--- config.mk ---
export PLATFORM = sky130hd
export DESIGN_NAME = atc_channels
export DESIGN_NICKNAME = d
export VERILOG_FILES = /design/src/logic/atc_pkg.sv /design/src/logic/atc_byte_engine.sv /design/src/logic/atc_channels.sv
export VERILOG_INCLUDE_DIRS = /design/src /design/src/logic
export SDC_FILE = /design/constraint.sdc
export NUM_CORES = 1
export LEC_CHECK = 0
export BUFFER_PORTS_ARGS = -buffer_cell sky130_fd_sc_hd__clkbuf_2
export CAP_MARGIN = 10
export CORE_UTILIZATION = 45
export CTS_BUF_LIST = sky130_fd_sc_hd__clkbuf_8
export DETAILED_ROUTE_END_ITERATION = 16
export MAX_ROUTING_LAYER = met4
export SLEW_MARGIN = 20
export SYNTH_ARGS = -nofsm -noshare
export SYNTH_HDL_FRONTEND = slang
export SYNTH_SLANG_ARGS = --single-unit
--- constraint.sdc ---
create_clock -name i_sys_clk -period 5 [get_ports i_sys_clk]
set_input_delay 0.5 -clock i_sys_clk [delete_from_list [all_inputs] [get_ports i_sys_clk]]
set_output_delay 0.5 -clock i_sys_clk [all_outputs]
set_load 0.01 [all_outputs]
--- src/logic/atc_params.svh ---
// What this block does
// - Each channel's 8-bit pointer register gives the target register where transfer begins.
// - Enable bit 7 set: fetch once per sample period; clear: channel idle.
// - Swap bit 6 set: exchange bytes of every fully fetched word.
// - Never swap an unpaired first or last byte.
// - Swapped pair: higher-address byte to lower slot, lower-address byte next.
// - Swap clear: bytes go to consecutive slots in arrival order.
// - Skip bit 5 set: no pointer phase, only data read or write.
// - Alignment bit 4: zero pairs 0/1, 2/3; one pairs 1/2, 3/4.
// - Control bits 3:0 give bytes fetched per transfer.
// - Address register bit 7: one reads the target, zero writes it.
// - Address register bits 6:0 are sent as the target bus address.
`ifndef ATC_PARAMS_SVH
`define ATC_PARAMS_SVH

`define ATC_ADR_T1_DEV    8'h28
`define ATC_ADR_T1_PTR    8'h29
`define ATC_ADR_T1_CTRL   8'h2A
`define ATC_ADR_T2_DEV    8'h2B
`define ATC_ADR_T2_PTR    8'h2C
`define ATC_ADR_T2_CTRL   8'h2D
`define ATC_ADR_SLOT_BASE 8'h60
`define ATC_ADR_T1_DOUT   8'h80
`define ATC_ADR_T2_DOUT   8'h81
`define ATC_SLOT_COUNT    8'h18
`define ATC_REG_RESET     8'h00

`define ATC_CTRL_EN       7
`define ATC_CTRL_SWAP     6
`define ATC_CTRL_SKIP     5
`define ATC_CTRL_ALIGN    4
`define ATC_DEV_DIR       7

`define ATC_SYS_CLK_NS    25
`define ATC_BIT_TIME_NS   2500
`define ATC_QTR_CYC       (((`ATC_BIT_TIME_NS / 4) + `ATC_SYS_CLK_NS - 1) / `ATC_SYS_CLK_NS)

`endif

--- src/logic/atc_pkg.sv ---
`default_nettype none
package atc_pkg;

  typedef enum logic [1:0] {CMD_START, CMD_STOP, CMD_WRITE, CMD_READ} atc_cmd_t;

  typedef enum logic [3:0] {
    ST_IDLE, ST_START, ST_ADDR, ST_PTR, ST_RESTART, ST_ADDR_RD, ST_READ, ST_WRITE, ST_STOP
  } atc_state_t;

endpackage
`default_nettype wire

--- src/logic/atc_byte_engine.sv ---
`timescale 1ns/100ps
`default_nettype none
module atc_byte_engine
  import atc_pkg::*;
(
  input  wire logic       i_sys_clk,
  input  wire logic       i_rst_n,
  input  wire logic       i_qtick,
  input  wire logic       i_cmd_valid,
  input  wire atc_cmd_t   i_cmd,
  input  wire logic [7:0] i_tx_byte,
  input  wire logic       i_nack_last,
  input  wire logic       i_scl,
  input  wire logic       i_sda,
  output logic            o_done,
  output logic [7:0]      o_rx_byte,
  output logic            o_nack,
  output logic            o_scl_oe,
  output logic            o_sda_oe
);

  logic       busy_q;
  atc_cmd_t   cmd_q;
  logic [1:0] ph_q;
  logic [3:0] bit_q;
  logic [8:0] sh_q;
  logic [8:0] rx_q;
  logic       done_q;
  logic       scl_oe_q;
  logic       sda_oe_q;

  wire is_byte = (cmd_q == CMD_WRITE) || (cmd_q == CMD_READ);
  // A target holding the clock low delays the high phase
  wire stall   = (ph_q == 2'd2) && !i_scl;
  wire step    = busy_q && i_qtick && !stall;
  wire last    = !is_byte || (bit_q == 4'd8);

  always_ff @(posedge i_sys_clk)
  begin
    if (!i_rst_n)
    begin
      busy_q   <= 1'b0;
      cmd_q    <= CMD_START;
      ph_q     <= 2'd0;
      bit_q    <= 4'h0;
      sh_q     <= 9'h1FF;
      rx_q     <= 9'h000;
      done_q   <= 1'b0;
      scl_oe_q <= 1'b0;
      sda_oe_q <= 1'b0;
    end
    else
    begin
      done_q <= 1'b0;
      if (!busy_q && i_cmd_valid)
      begin
        busy_q <= 1'b1;
        cmd_q  <= i_cmd;
        ph_q   <= 2'd0;
        bit_q  <= 4'h0;
        // Ninth bit: released for target ack, or our own ack/nack on reads
        sh_q   <= (i_cmd == CMD_READ) ? {8'hFF, i_nack_last} : {i_tx_byte, 1'b1};
      end
      else if (step)
      begin
        ph_q <= ph_q + 2'd1;
        case (ph_q)
          2'd0:
            sda_oe_q <= (cmd_q == CMD_START) ? 1'b0 :
                        (cmd_q == CMD_STOP)  ? 1'b1 : ~sh_q[8];
          2'd1:
            scl_oe_q <= 1'b0;
          2'd2:
          begin
            if (cmd_q == CMD_START)
              sda_oe_q <= 1'b1;
            else if (cmd_q == CMD_STOP)
              sda_oe_q <= 1'b0;
            else
              rx_q <= {rx_q[7:0], i_sda};
          end
          default:
          begin
            if (cmd_q != CMD_STOP)
              scl_oe_q <= 1'b1;
            sh_q  <= {sh_q[7:0], 1'b1};
            bit_q <= bit_q + 4'h1;
            if (last)
            begin
              busy_q <= 1'b0;
              done_q <= 1'b1;
            end
          end
        endcase
      end
    end
  end

  assign o_done    = done_q;
  assign o_rx_byte = rx_q[8:1];
  assign o_nack    = rx_q[0];
  assign o_scl_oe  = scl_oe_q;
  assign o_sda_oe  = sda_oe_q;

endmodule // atc_byte_engine
`default_nettype wire

--- src/logic/atc_channels.sv ---
`timescale 1ns/100ps
`default_nettype none
`include "atc_params.svh"
module atc_channels
  import atc_pkg::*;
(
  input  wire logic       i_sys_clk,
  input  wire logic       i_rst_n,
  input  wire logic       i_sample_tick,
  input  wire logic [7:0] i_reg_addr,
  input  wire logic       i_reg_wr,
  input  wire logic [7:0] i_reg_wdata,
  output logic [7:0]      o_reg_rdata,
  output logic            o_busy,
  input  wire logic       i_scl,
  output logic            o_scl,
  output logic            o_scl_oe,
  input  wire logic       i_sda,
  output logic            o_sda,
  output logic            o_sda_oe
);

  function automatic logic pair_start(input logic [7:0] a, input logic align);
    pair_start = (a[0] == align);
  endfunction

  function automatic logic [5:0] slot_dest(
    input logic [4:0] base,
    input logic [3:0] k,
    input logic [3:0] n,
    input logic [7:0] ptr,
    input logic       swap,
    input logic       align
  );
    logic [7:0] a;
    logic       st;
    logic       more;
    a    = ptr + {4'h0, k};
    st   = pair_start(a, align);
    more = (({1'b0, k} + 5'h01) < {1'b0, n});
    if (swap && st && more)
      slot_dest = {1'b0, base} + {2'b00, k} + 6'h01;
    else if (swap && !st && (k != 4'h0))
      slot_dest = {1'b0, base} + {2'b00, k} - 6'h01;
    else
      slot_dest = {1'b0, base} + {2'b00, k};
  endfunction

  logic [7:0] dev_q  [2];
  logic [7:0] ptr_q  [2];
  logic [7:0] ctrl_q [2];
  logic [7:0] dout_q [2];
  logic [7:0] slot_q [`ATC_SLOT_COUNT];
  logic [7:0] rdata_q;
  logic [7:0] rdata_d;
  logic       busy_q;
  logic       low_q;
  logic       scl_m_q;
  logic       scl_s_q;
  logic       sda_m_q;
  logic       sda_s_q;
  logic [4:0] div_q;
  logic       qtick_q;
  atc_state_t st_q;
  atc_state_t st_d;
  logic       cur_q;
  logic       cur_d;
  logic [3:0] k_q;
  logic [3:0] k_d;
  logic [1:0] pend_q;
  logic       wait_q;
  logic       eng_done;
  logic [7:0] eng_rx;
  logic       eng_nack;

  wire wr_t1_dev  = i_reg_wr && (i_reg_addr == `ATC_ADR_T1_DEV);
  wire wr_t1_ptr  = i_reg_wr && (i_reg_addr == `ATC_ADR_T1_PTR);
  wire wr_t1_ctrl = i_reg_wr && (i_reg_addr == `ATC_ADR_T1_CTRL);
  wire wr_t2_dev  = i_reg_wr && (i_reg_addr == `ATC_ADR_T2_DEV);
  wire wr_t2_ptr  = i_reg_wr && (i_reg_addr == `ATC_ADR_T2_PTR);
  wire wr_t2_ctrl = i_reg_wr && (i_reg_addr == `ATC_ADR_T2_CTRL);
  wire wr_t1_dout = i_reg_wr && (i_reg_addr == `ATC_ADR_T1_DOUT);
  wire wr_t2_dout = i_reg_wr && (i_reg_addr == `ATC_ADR_T2_DOUT);

  wire [7:0] slot_off = i_reg_addr - `ATC_ADR_SLOT_BASE;
  wire       slot_rd  = (i_reg_addr >= `ATC_ADR_SLOT_BASE) && (slot_off < `ATC_SLOT_COUNT);

  wire [1:0] en         = {ctrl_q[1][`ATC_CTRL_EN], ctrl_q[0][`ATC_CTRL_EN]};
  wire [7:0] cur_dev    = dev_q[cur_q];
  wire [7:0] cur_ptr    = ptr_q[cur_q];
  wire [7:0] cur_ctrl   = ctrl_q[cur_q];
  wire [7:0] cur_dout   = dout_q[cur_q];
  wire [6:0] cur_addr7  = cur_dev[6:0];
  wire       cur_rnw    = cur_dev[`ATC_DEV_DIR];
  wire       cur_swap   = cur_ctrl[`ATC_CTRL_SWAP];
  wire       cur_skip   = cur_ctrl[`ATC_CTRL_SKIP];
  wire       cur_align  = cur_ctrl[`ATC_CTRL_ALIGN];
  wire [3:0] cur_len    = cur_ctrl[3:0];
  wire       len_zero   = (cur_len == 4'h0);
  wire       last_byte  = (({1'b0, k_q} + 5'h01) == {1'b0, cur_len});

  wire [4:0] base_t2    = en[0] ? {1'b0, ctrl_q[0][3:0]} : 5'h00;
  wire [4:0] cur_base   = cur_q ? base_t2 : 5'h00;

  wire [5:0] dest       = slot_dest(cur_base, k_q, cur_len, cur_ptr, cur_swap, cur_align);
  wire [5:0] dest_plain = {1'b0, cur_base} + {2'b00, k_q};
  wire [7:0] cur_raddr  = cur_ptr + {4'h0, k_q};
  wire       slot_we    = (st_q == ST_READ) && eng_done;

  wire [7:0] eng_tx =
    (st_q == ST_PTR)     ? cur_ptr :
    (st_q == ST_WRITE)   ? cur_dout :
    (st_q == ST_ADDR_RD) ? {cur_addr7, 1'b1} :
    {cur_addr7, cur_skip & cur_rnw};
  wire atc_cmd_t eng_cmd =
    (st_q == ST_STOP) ? CMD_STOP :
    (st_q == ST_READ) ? CMD_READ :
    ((st_q == ST_START) || (st_q == ST_RESTART)) ? CMD_START : CMD_WRITE;
  wire eng_valid = (st_q != ST_IDLE) && !wait_q;

  wire [1:0] pend_clr = (st_q == ST_STOP && eng_done) ? (cur_q ? 2'b10 : 2'b01) : 2'b00;
  wire [1:0] pend_d   = ((pend_q & ~pend_clr) | (i_sample_tick ? en : 2'b00)) & en;

  always_ff @(posedge i_sys_clk)
  begin
    if (!i_rst_n)
    begin
      for (int c = 0; c < 2; c++)
      begin
        dev_q[c]  <= `ATC_REG_RESET;
        ptr_q[c]  <= `ATC_REG_RESET;
        ctrl_q[c] <= `ATC_REG_RESET;
        dout_q[c] <= `ATC_REG_RESET;
      end
    end
    else
    begin
      if (wr_t1_dev)  dev_q[0]  <= i_reg_wdata;
      if (wr_t1_ptr)  ptr_q[0]  <= i_reg_wdata;
      if (wr_t1_ctrl) ctrl_q[0] <= i_reg_wdata;
      if (wr_t2_dev)  dev_q[1]  <= i_reg_wdata;
      if (wr_t2_ptr)  ptr_q[1]  <= i_reg_wdata;
      if (wr_t2_ctrl) ctrl_q[1] <= i_reg_wdata;
      if (wr_t1_dout) dout_q[0] <= i_reg_wdata;
      if (wr_t2_dout) dout_q[1] <= i_reg_wdata;
    end
  end

  always_ff @(posedge i_sys_clk)
  begin
    if (!i_rst_n)
      for (int s = 0; s < `ATC_SLOT_COUNT; s++)
        slot_q[s] <= 8'h00;
    else if (slot_we && (dest < 6'(`ATC_SLOT_COUNT)))
      slot_q[dest[4:0]] <= eng_rx;
  end

  always_comb
  begin
    rdata_d = 8'h00;
    if (i_reg_addr == `ATC_ADR_T1_DEV)       rdata_d = dev_q[0];
    else if (i_reg_addr == `ATC_ADR_T1_PTR)  rdata_d = ptr_q[0];
    else if (i_reg_addr == `ATC_ADR_T1_CTRL) rdata_d = ctrl_q[0];
    else if (i_reg_addr == `ATC_ADR_T2_DEV)  rdata_d = dev_q[1];
    else if (i_reg_addr == `ATC_ADR_T2_PTR)  rdata_d = ptr_q[1];
    else if (i_reg_addr == `ATC_ADR_T2_CTRL) rdata_d = ctrl_q[1];
    else if (i_reg_addr == `ATC_ADR_T1_DOUT) rdata_d = dout_q[0];
    else if (i_reg_addr == `ATC_ADR_T2_DOUT) rdata_d = dout_q[1];
    else if (slot_rd)                        rdata_d = slot_q[slot_off[4:0]];
  end

  // Bit timing runs at a fixed quarter-bit rate; no run-time clock selection
  always_ff @(posedge i_sys_clk)
  begin
    if (!i_rst_n || (div_q == 5'(`ATC_QTR_CYC - 1)))
      div_q <= 5'h00;
    else
      div_q <= div_q + 5'h01;
  end

  always_ff @(posedge i_sys_clk)
  begin
    if (!i_rst_n)
    begin
      qtick_q <= 1'b0;
      scl_m_q <= 1'b1;
      scl_s_q <= 1'b1;
      sda_m_q <= 1'b1;
      sda_s_q <= 1'b1;
      rdata_q <= 8'h00;
      busy_q  <= 1'b0;
      low_q   <= 1'b0;
    end
    else
    begin
      qtick_q <= (div_q == 5'(`ATC_QTR_CYC - 1));
      scl_m_q <= i_scl;
      scl_s_q <= scl_m_q;
      sda_m_q <= i_sda;
      sda_s_q <= sda_m_q;
      rdata_q <= rdata_d;
      busy_q  <= (st_d != ST_IDLE);
      low_q   <= 1'b0;
    end
  end

  always_comb
  begin
    st_d  = st_q;
    cur_d = cur_q;
    k_d   = k_q;
    case (st_q)
      ST_IDLE:
        // ascending service
        // Pending lags a disable by one cycle, so gate with enable too
        if (pend_q[0] && en[0])
        begin
          cur_d = 1'b0;
          k_d   = 4'h0;
          st_d  = ST_START;
        end
        else if (pend_q[1] && en[1])
        begin
          cur_d = 1'b1;
          k_d   = 4'h0;
          st_d  = ST_START;
        end
      ST_START:
        if (eng_done) st_d = ST_ADDR;
      ST_ADDR:
        if (eng_done)
        begin
          if (eng_nack)       st_d = ST_STOP;
          else if (!cur_skip) st_d = ST_PTR;
          else if (!cur_rnw)  st_d = ST_WRITE;
          else if (len_zero)  st_d = ST_STOP;
          else                st_d = ST_READ;
        end
      ST_PTR:
        if (eng_done)
        begin
          if (eng_nack)     st_d = ST_STOP;
          else if (cur_rnw) st_d = ST_RESTART;
          else              st_d = ST_WRITE;
        end
      ST_RESTART:
        if (eng_done) st_d = ST_ADDR_RD;
      ST_ADDR_RD:
        if (eng_done) st_d = (eng_nack || len_zero) ? ST_STOP : ST_READ;
      ST_READ:
        if (eng_done)
        begin
          k_d = k_q + 4'h1;
          if (last_byte) st_d = ST_STOP;
        end
      ST_WRITE:
        if (eng_done) st_d = ST_STOP;
      ST_STOP:
        if (eng_done) st_d = ST_IDLE;
      default:
        st_d = ST_IDLE;
    endcase
  end

  always_ff @(posedge i_sys_clk)
  begin
    if (!i_rst_n)
    begin
      st_q   <= ST_IDLE;
      cur_q  <= 1'b0;
      k_q    <= 4'h0;
      pend_q <= 2'b00;
      wait_q <= 1'b0;
    end
    else
    begin
      st_q   <= st_d;
      cur_q  <= cur_d;
      k_q    <= k_d;
      pend_q <= pend_d;
      wait_q <= eng_done ? 1'b0 : (eng_valid ? 1'b1 : wait_q);
    end
  end

  atc_byte_engine u_engine (
    .i_sys_clk   (i_sys_clk),
    .i_rst_n     (i_rst_n),
    .i_qtick     (qtick_q),
    .i_cmd_valid (eng_valid),
    .i_cmd       (eng_cmd),
    .i_tx_byte   (eng_tx),
    .i_nack_last (last_byte),
    .i_scl       (scl_s_q),
    .i_sda       (sda_s_q),
    .o_done      (eng_done),
    .o_rx_byte   (eng_rx),
    .o_nack      (eng_nack),
    .o_scl_oe    (o_scl_oe),
    .o_sda_oe    (o_sda_oe)
  );

  assign o_reg_rdata = rdata_q;
  assign o_busy      = busy_q;
  assign o_scl       = low_q;
  assign o_sda       = low_q;

  a_ptr_sent: assert property (@(posedge i_sys_clk) disable iff (!i_rst_n)
    (st_q == ST_PTR && eng_valid) |-> (eng_tx == ptr_q[cur_q]) && (eng_cmd == CMD_WRITE))
    else $error("pointer phase sends wrong byte");

  a_idle_when_off: assert property (@(posedge i_sys_clk) disable iff (!i_rst_n)
    (st_q == ST_IDLE && en == 2'b00) |=> (st_q == ST_IDLE) [*2])
    else $error("disabled channels started a transfer");

  a_swap_pair: assert property (@(posedge i_sys_clk) disable iff (!i_rst_n)
    (slot_we && cur_swap && pair_start(cur_raddr, cur_align) && !last_byte)
      |-> (dest == dest_plain + 6'h01))
    else $error("swapped pair start not placed in upper slot");

  a_unpaired_first: assert property (@(posedge i_sys_clk) disable iff (!i_rst_n)
    (slot_we && k_q == 4'h0 && !pair_start(cur_raddr, cur_align)) |-> (dest == dest_plain))
    else $error("unpaired first byte was moved");

  a_plain_order: assert property (@(posedge i_sys_clk) disable iff (!i_rst_n)
    (slot_we && !cur_swap) |-> (dest == dest_plain))
    else $error("unswapped byte out of order");

  a_align_end: assert property (@(posedge i_sys_clk) disable iff (!i_rst_n)
    (slot_we && cur_swap && k_q != 4'h0 && (cur_raddr[0] != cur_align))
      |-> (dest == dest_plain - 6'h01))
    else $error("pair end not placed below its partner");

  a_skip_ptr: assert property (@(posedge i_sys_clk) disable iff (!i_rst_n)
    (st_q == ST_ADDR && eng_done && !eng_nack) |=> ((st_q == ST_PTR) == !$past(cur_skip)))
    else $error("pointer phase does not follow the skip bit");

  a_read_count: assert property (@(posedge i_sys_clk) disable iff (!i_rst_n)
    (slot_we && last_byte) |=> (st_q == ST_STOP) && (k_q == cur_len))
    else $error("read phase byte count mismatch");

  a_addr_dir: assert property (@(posedge i_sys_clk) disable iff (!i_rst_n)
    (st_q == ST_WRITE) |-> !cur_rnw)
    else $error("write phase on a read channel");

  a_addr_byte: assert property (@(posedge i_sys_clk) disable iff (!i_rst_n)
    (st_q == ST_ADDR_RD && eng_valid) |-> (eng_tx[7:1] == cur_dev[6:0]) && eng_tx[0])
    else $error("target address byte wrong");

  a_slot_base: assert property (@(posedge i_sys_clk) disable iff (!i_rst_n)
    (slot_we && cur_q && k_q == 4'h0 && !cur_swap)
      |-> (dest == (en[0] ? {2'b00, ctrl_q[0][3:0]} : 6'h00)))
    else $error("second channel base slot wrong");

  a_chan_order: assert property (@(posedge i_sys_clk) disable iff (!i_rst_n)
    (st_q == ST_IDLE && pend_q[0] && en[0]) |=> (st_q == ST_START) && !cur_q)
    else $error("first channel not serviced first");

endmodule // atc_channels
`default_nettype wire

==> impl_metrics.toml <==
[logic_synthesis]
synth_area_leaders = "edfxtp_1 (53%), mux4_2 (9.7%), dfxtp_1 (6.9%)"
synth_edf_count = 320
muxShareOfSynthArea = 0.129
synthDistinctLibCells = 75
synth.top_cell.area_share = 0.531
synthSimpleGateAreaFrac = 0.134
yosys_register_bits = 382
synth-compound-area-share = 0.0741
synth_xor_area_frac = 0.0131
synth_fa_ha_area_frac = 0.0156
synth_seq_area_share = 0.599
synth_flop_cell = "edfxtp_1"
synth_common_cells = "edfxtp_1 (320), nor3_1 (207), mux4_2 (78)"
synth_most_common_cell = "edfxtp_1"
syn_avg_cell_area_um2 = 13.1
syn_inst = 1385
yosysTopAreaCell = "edfxtp_1"
synth_top_family_by_area = "simple AND/OR/NAND/NOR gates"
synth_warnings = 0
synth_area_mm2 = 0.0181
synthArstFlopShare = 0

[run_status]
status = "finished, final reports clean"

[route]
first_pass_iters = 6
first_iter_violations = 1258
route.antenna.remaining_nets = 0
drt_wl_total_mm = 48.2
vias = 12300
drc = 0
wl_per_cell_um = 23.2
vias_per_cell = 5.94

[global_routing]
antenna_found_initial = 0
grtUsageTotal = 0.248
grt_overflow = 0
grt_pass1_vias = 12200
grt_max_degree = 38
grt_pass1_wl_mm = 74.2

[hold_path]
hold_class = "input pin to flip-flop"
min-delay-start = "i_scl"

[critical_path]
arrival_ns = 4.77
rr_startpoint = "ctrl_q[0][7]"
crit_path_max_fanout = 35
r2r_setup_slack_ns = 0.61
crit_start = "ctrl_q[0][7]"
cp.required_ns = 5.37
crit_type = "flip-flop to flip-flop"
crit_path_start_kind = "flip-flop"
critPathCaptureType = "flip-flop"

[die]
die_h_um = 203
num_io_pins = 35
rows = 73
initial_core_util = 0.456
dieWidth_um = 203
die-area_mm2 = 0.0411
core_mm2 = 0.0397

[power]
p_leak_uw = 0.00691
ir_worst_vdd_mv = 0.216
cellPowerDensity_mw_per_mm2 = 338

[clock_network]
cts_hold_buffers = 0
cts_tree = "done"
clock_latency_ns = 0.64
postCtsSetupRepairBufs = 0
clk_pin_slew_worst_paths_ns = 0.06
cts.htree.levels = 3
clock_path_buffers = 3
cts_buffers = 67
cts_resized = 0
root_buffer = "clkbuf_8"
cts.sinks = 382

[sta]
tightest_slew_ns = 1.13
rsz0062_at_grt = "no"
relSlewSlack = 0.241
fin_ws_ns = 0.608
tns_ns = 0
hold_viol = 0
drv_slew = 0
finClkSkew_ns = 0.0419
worst_hold_slack_ns = 0.0838
fmax_mhz = 228
setup_viol = 0
min_period_ns = 4.39
finalCritPeriodShare = 0.878

[placed_design]
post-dp-hpwl_mm = 32.9
dp_slack_ns = 0.688
gp_congestion = 0.883
io_buffers = 32

[final_layout]
finalNetCount = 1546
area_growth_pct = 12.7
n_antenna_cell = 0
final_layout_size_suffix_gt1_frac = 0.187

[job]
drv_cap = 0
==> final cells by class <==
type	instances	area, um^2
fillers	3439	19300
flip-flops and latches	382	10900
multi-input cells	921	6880
clock buffers	73	1000
well taps	525	657
repair buffers	95	651
clock inverters	43	238
inverters	35	131
==> layer usage <==
| metal | track usage | wire [um] |
|---|---|---|
| met2 | 0.386 | 23100 |
| met5 | - | 0 |
| met1 | 0.329 | 20100 |
| met4 | 0.0943 | 1540 |
| met3 | 0.0403 | 3470 |
==> per-stage QoR <==
step	total power, uW	cell area (um^2)	util	instances
5_1_grt	7150	20400	0.514	2074
3_3_place_gp	4240	19200	0.482	1958
2_1_floorplan	4040	18400	-	1450
6_report	6900	20400	0.514	2074
3_5_place_dp	4250	19200	0.482	1958
4_1_cts	6970	20400	0.514	2074
==> logic make-up after synthesis <==
kind of cell	Yosys count
other cells	1
xor+xnor	24
simple gates	469
compound gates	206
flops	382
buf+inv	147
fa+ha+maj	22
mux	134
==> report_power, final <==
group          internal, uW  switching, uW  leakage (uW)
registers              3580           69.4       0.00359
logic                   209            330       0.00258
clock network          1440           1260      0.000736
==> sequential cells by signal, summed over array words and instances, names as in the netlist, 5 cells and up, named ones only <==
signal / flops
ctrl_q: 16
dev_q: 16
u_engine.sh_q: 9
dout_q: 16
u_engine.rx_q: 9
div_q: 5
o_reg_rdata: 8
slot_q: 256
ptr_q: 16
==> layout by cell type (no fill, tap or decap), types with 4 or more instances in the layout <==
cell type | synthesis | routed
and2_1 | 36 | 36
xor2_1 | 7 | 7
dfxtp_1 | 62 | 62
clkinv_1 | 7 | 14
nor2_1 | 76 | 76
mux2i_1 | 44 | 44
ha_1 | 21 | 21
nor3_1 | 207 | 207
and3_1 | 9 | 9
nor4_1 | 7 | 6
nand4b_1 | 4 | 4
or3_1 | 4 | 4
nand4_1 | 7 | 7
o21ai_0 | 48 | 42
edfxtp_1 | 320 | 320
a31oi_1 | 7 | 7
o221ai_1 | 8 | 8
a311oi_1 | 5 | 5
inv_1 | 27 | 55
o22ai_1 | 4 | 4
buf_4 | 4 | 64
o21ai_1 | 1 | 7
xnor2_1 | 15 | 15
nor2b_1 | 9 | 9
a211oi_1 | 14 | 14
conb_1 | 1 | 66
mux2_2 | 11 | 11
nand3_1 | 18 | 18
a221oi_1 | 4 | 4
o31ai_1 | 9 | 9
mux4_2 | 78 | 78
nand2_1 | 57 | 57
o211ai_1 | 4 | 4
clkbuf_8 | 0 | 73
nand3_2 | 13 | 13
clkbuf_2 | 0 | 30
a22oi_1 | 9 | 9
a21oi_1 | 60 | 60
nand2b_1 | 7 | 7
==> worst paths after layout <==
kind	depth (start not counted)	end
worst max-delay path	14	slot_q[17][4]
worst min-delay path	2	scl_m_q
worst max register to register	14	slot_q[17][4]
worst min register to register	1	scl_s_q
==> worst max-delay path: stages (launching register included) <==
cell,delay (ns)
edfxtp_1,0.51
and3_1,0.21
ha_1,0.16
inv_1,0.05
fa_1,0.39
xor2_1,0.53
nand2_1,0.17
nor3_1,0.22
or4b_1,0.45
and4_1,0.27
buf_4,0.25
nand3_4,0.09
buf_4,0.34
o21ai_0,0.25
buf_4,0.24
Power figures use the tool's default switching activity.
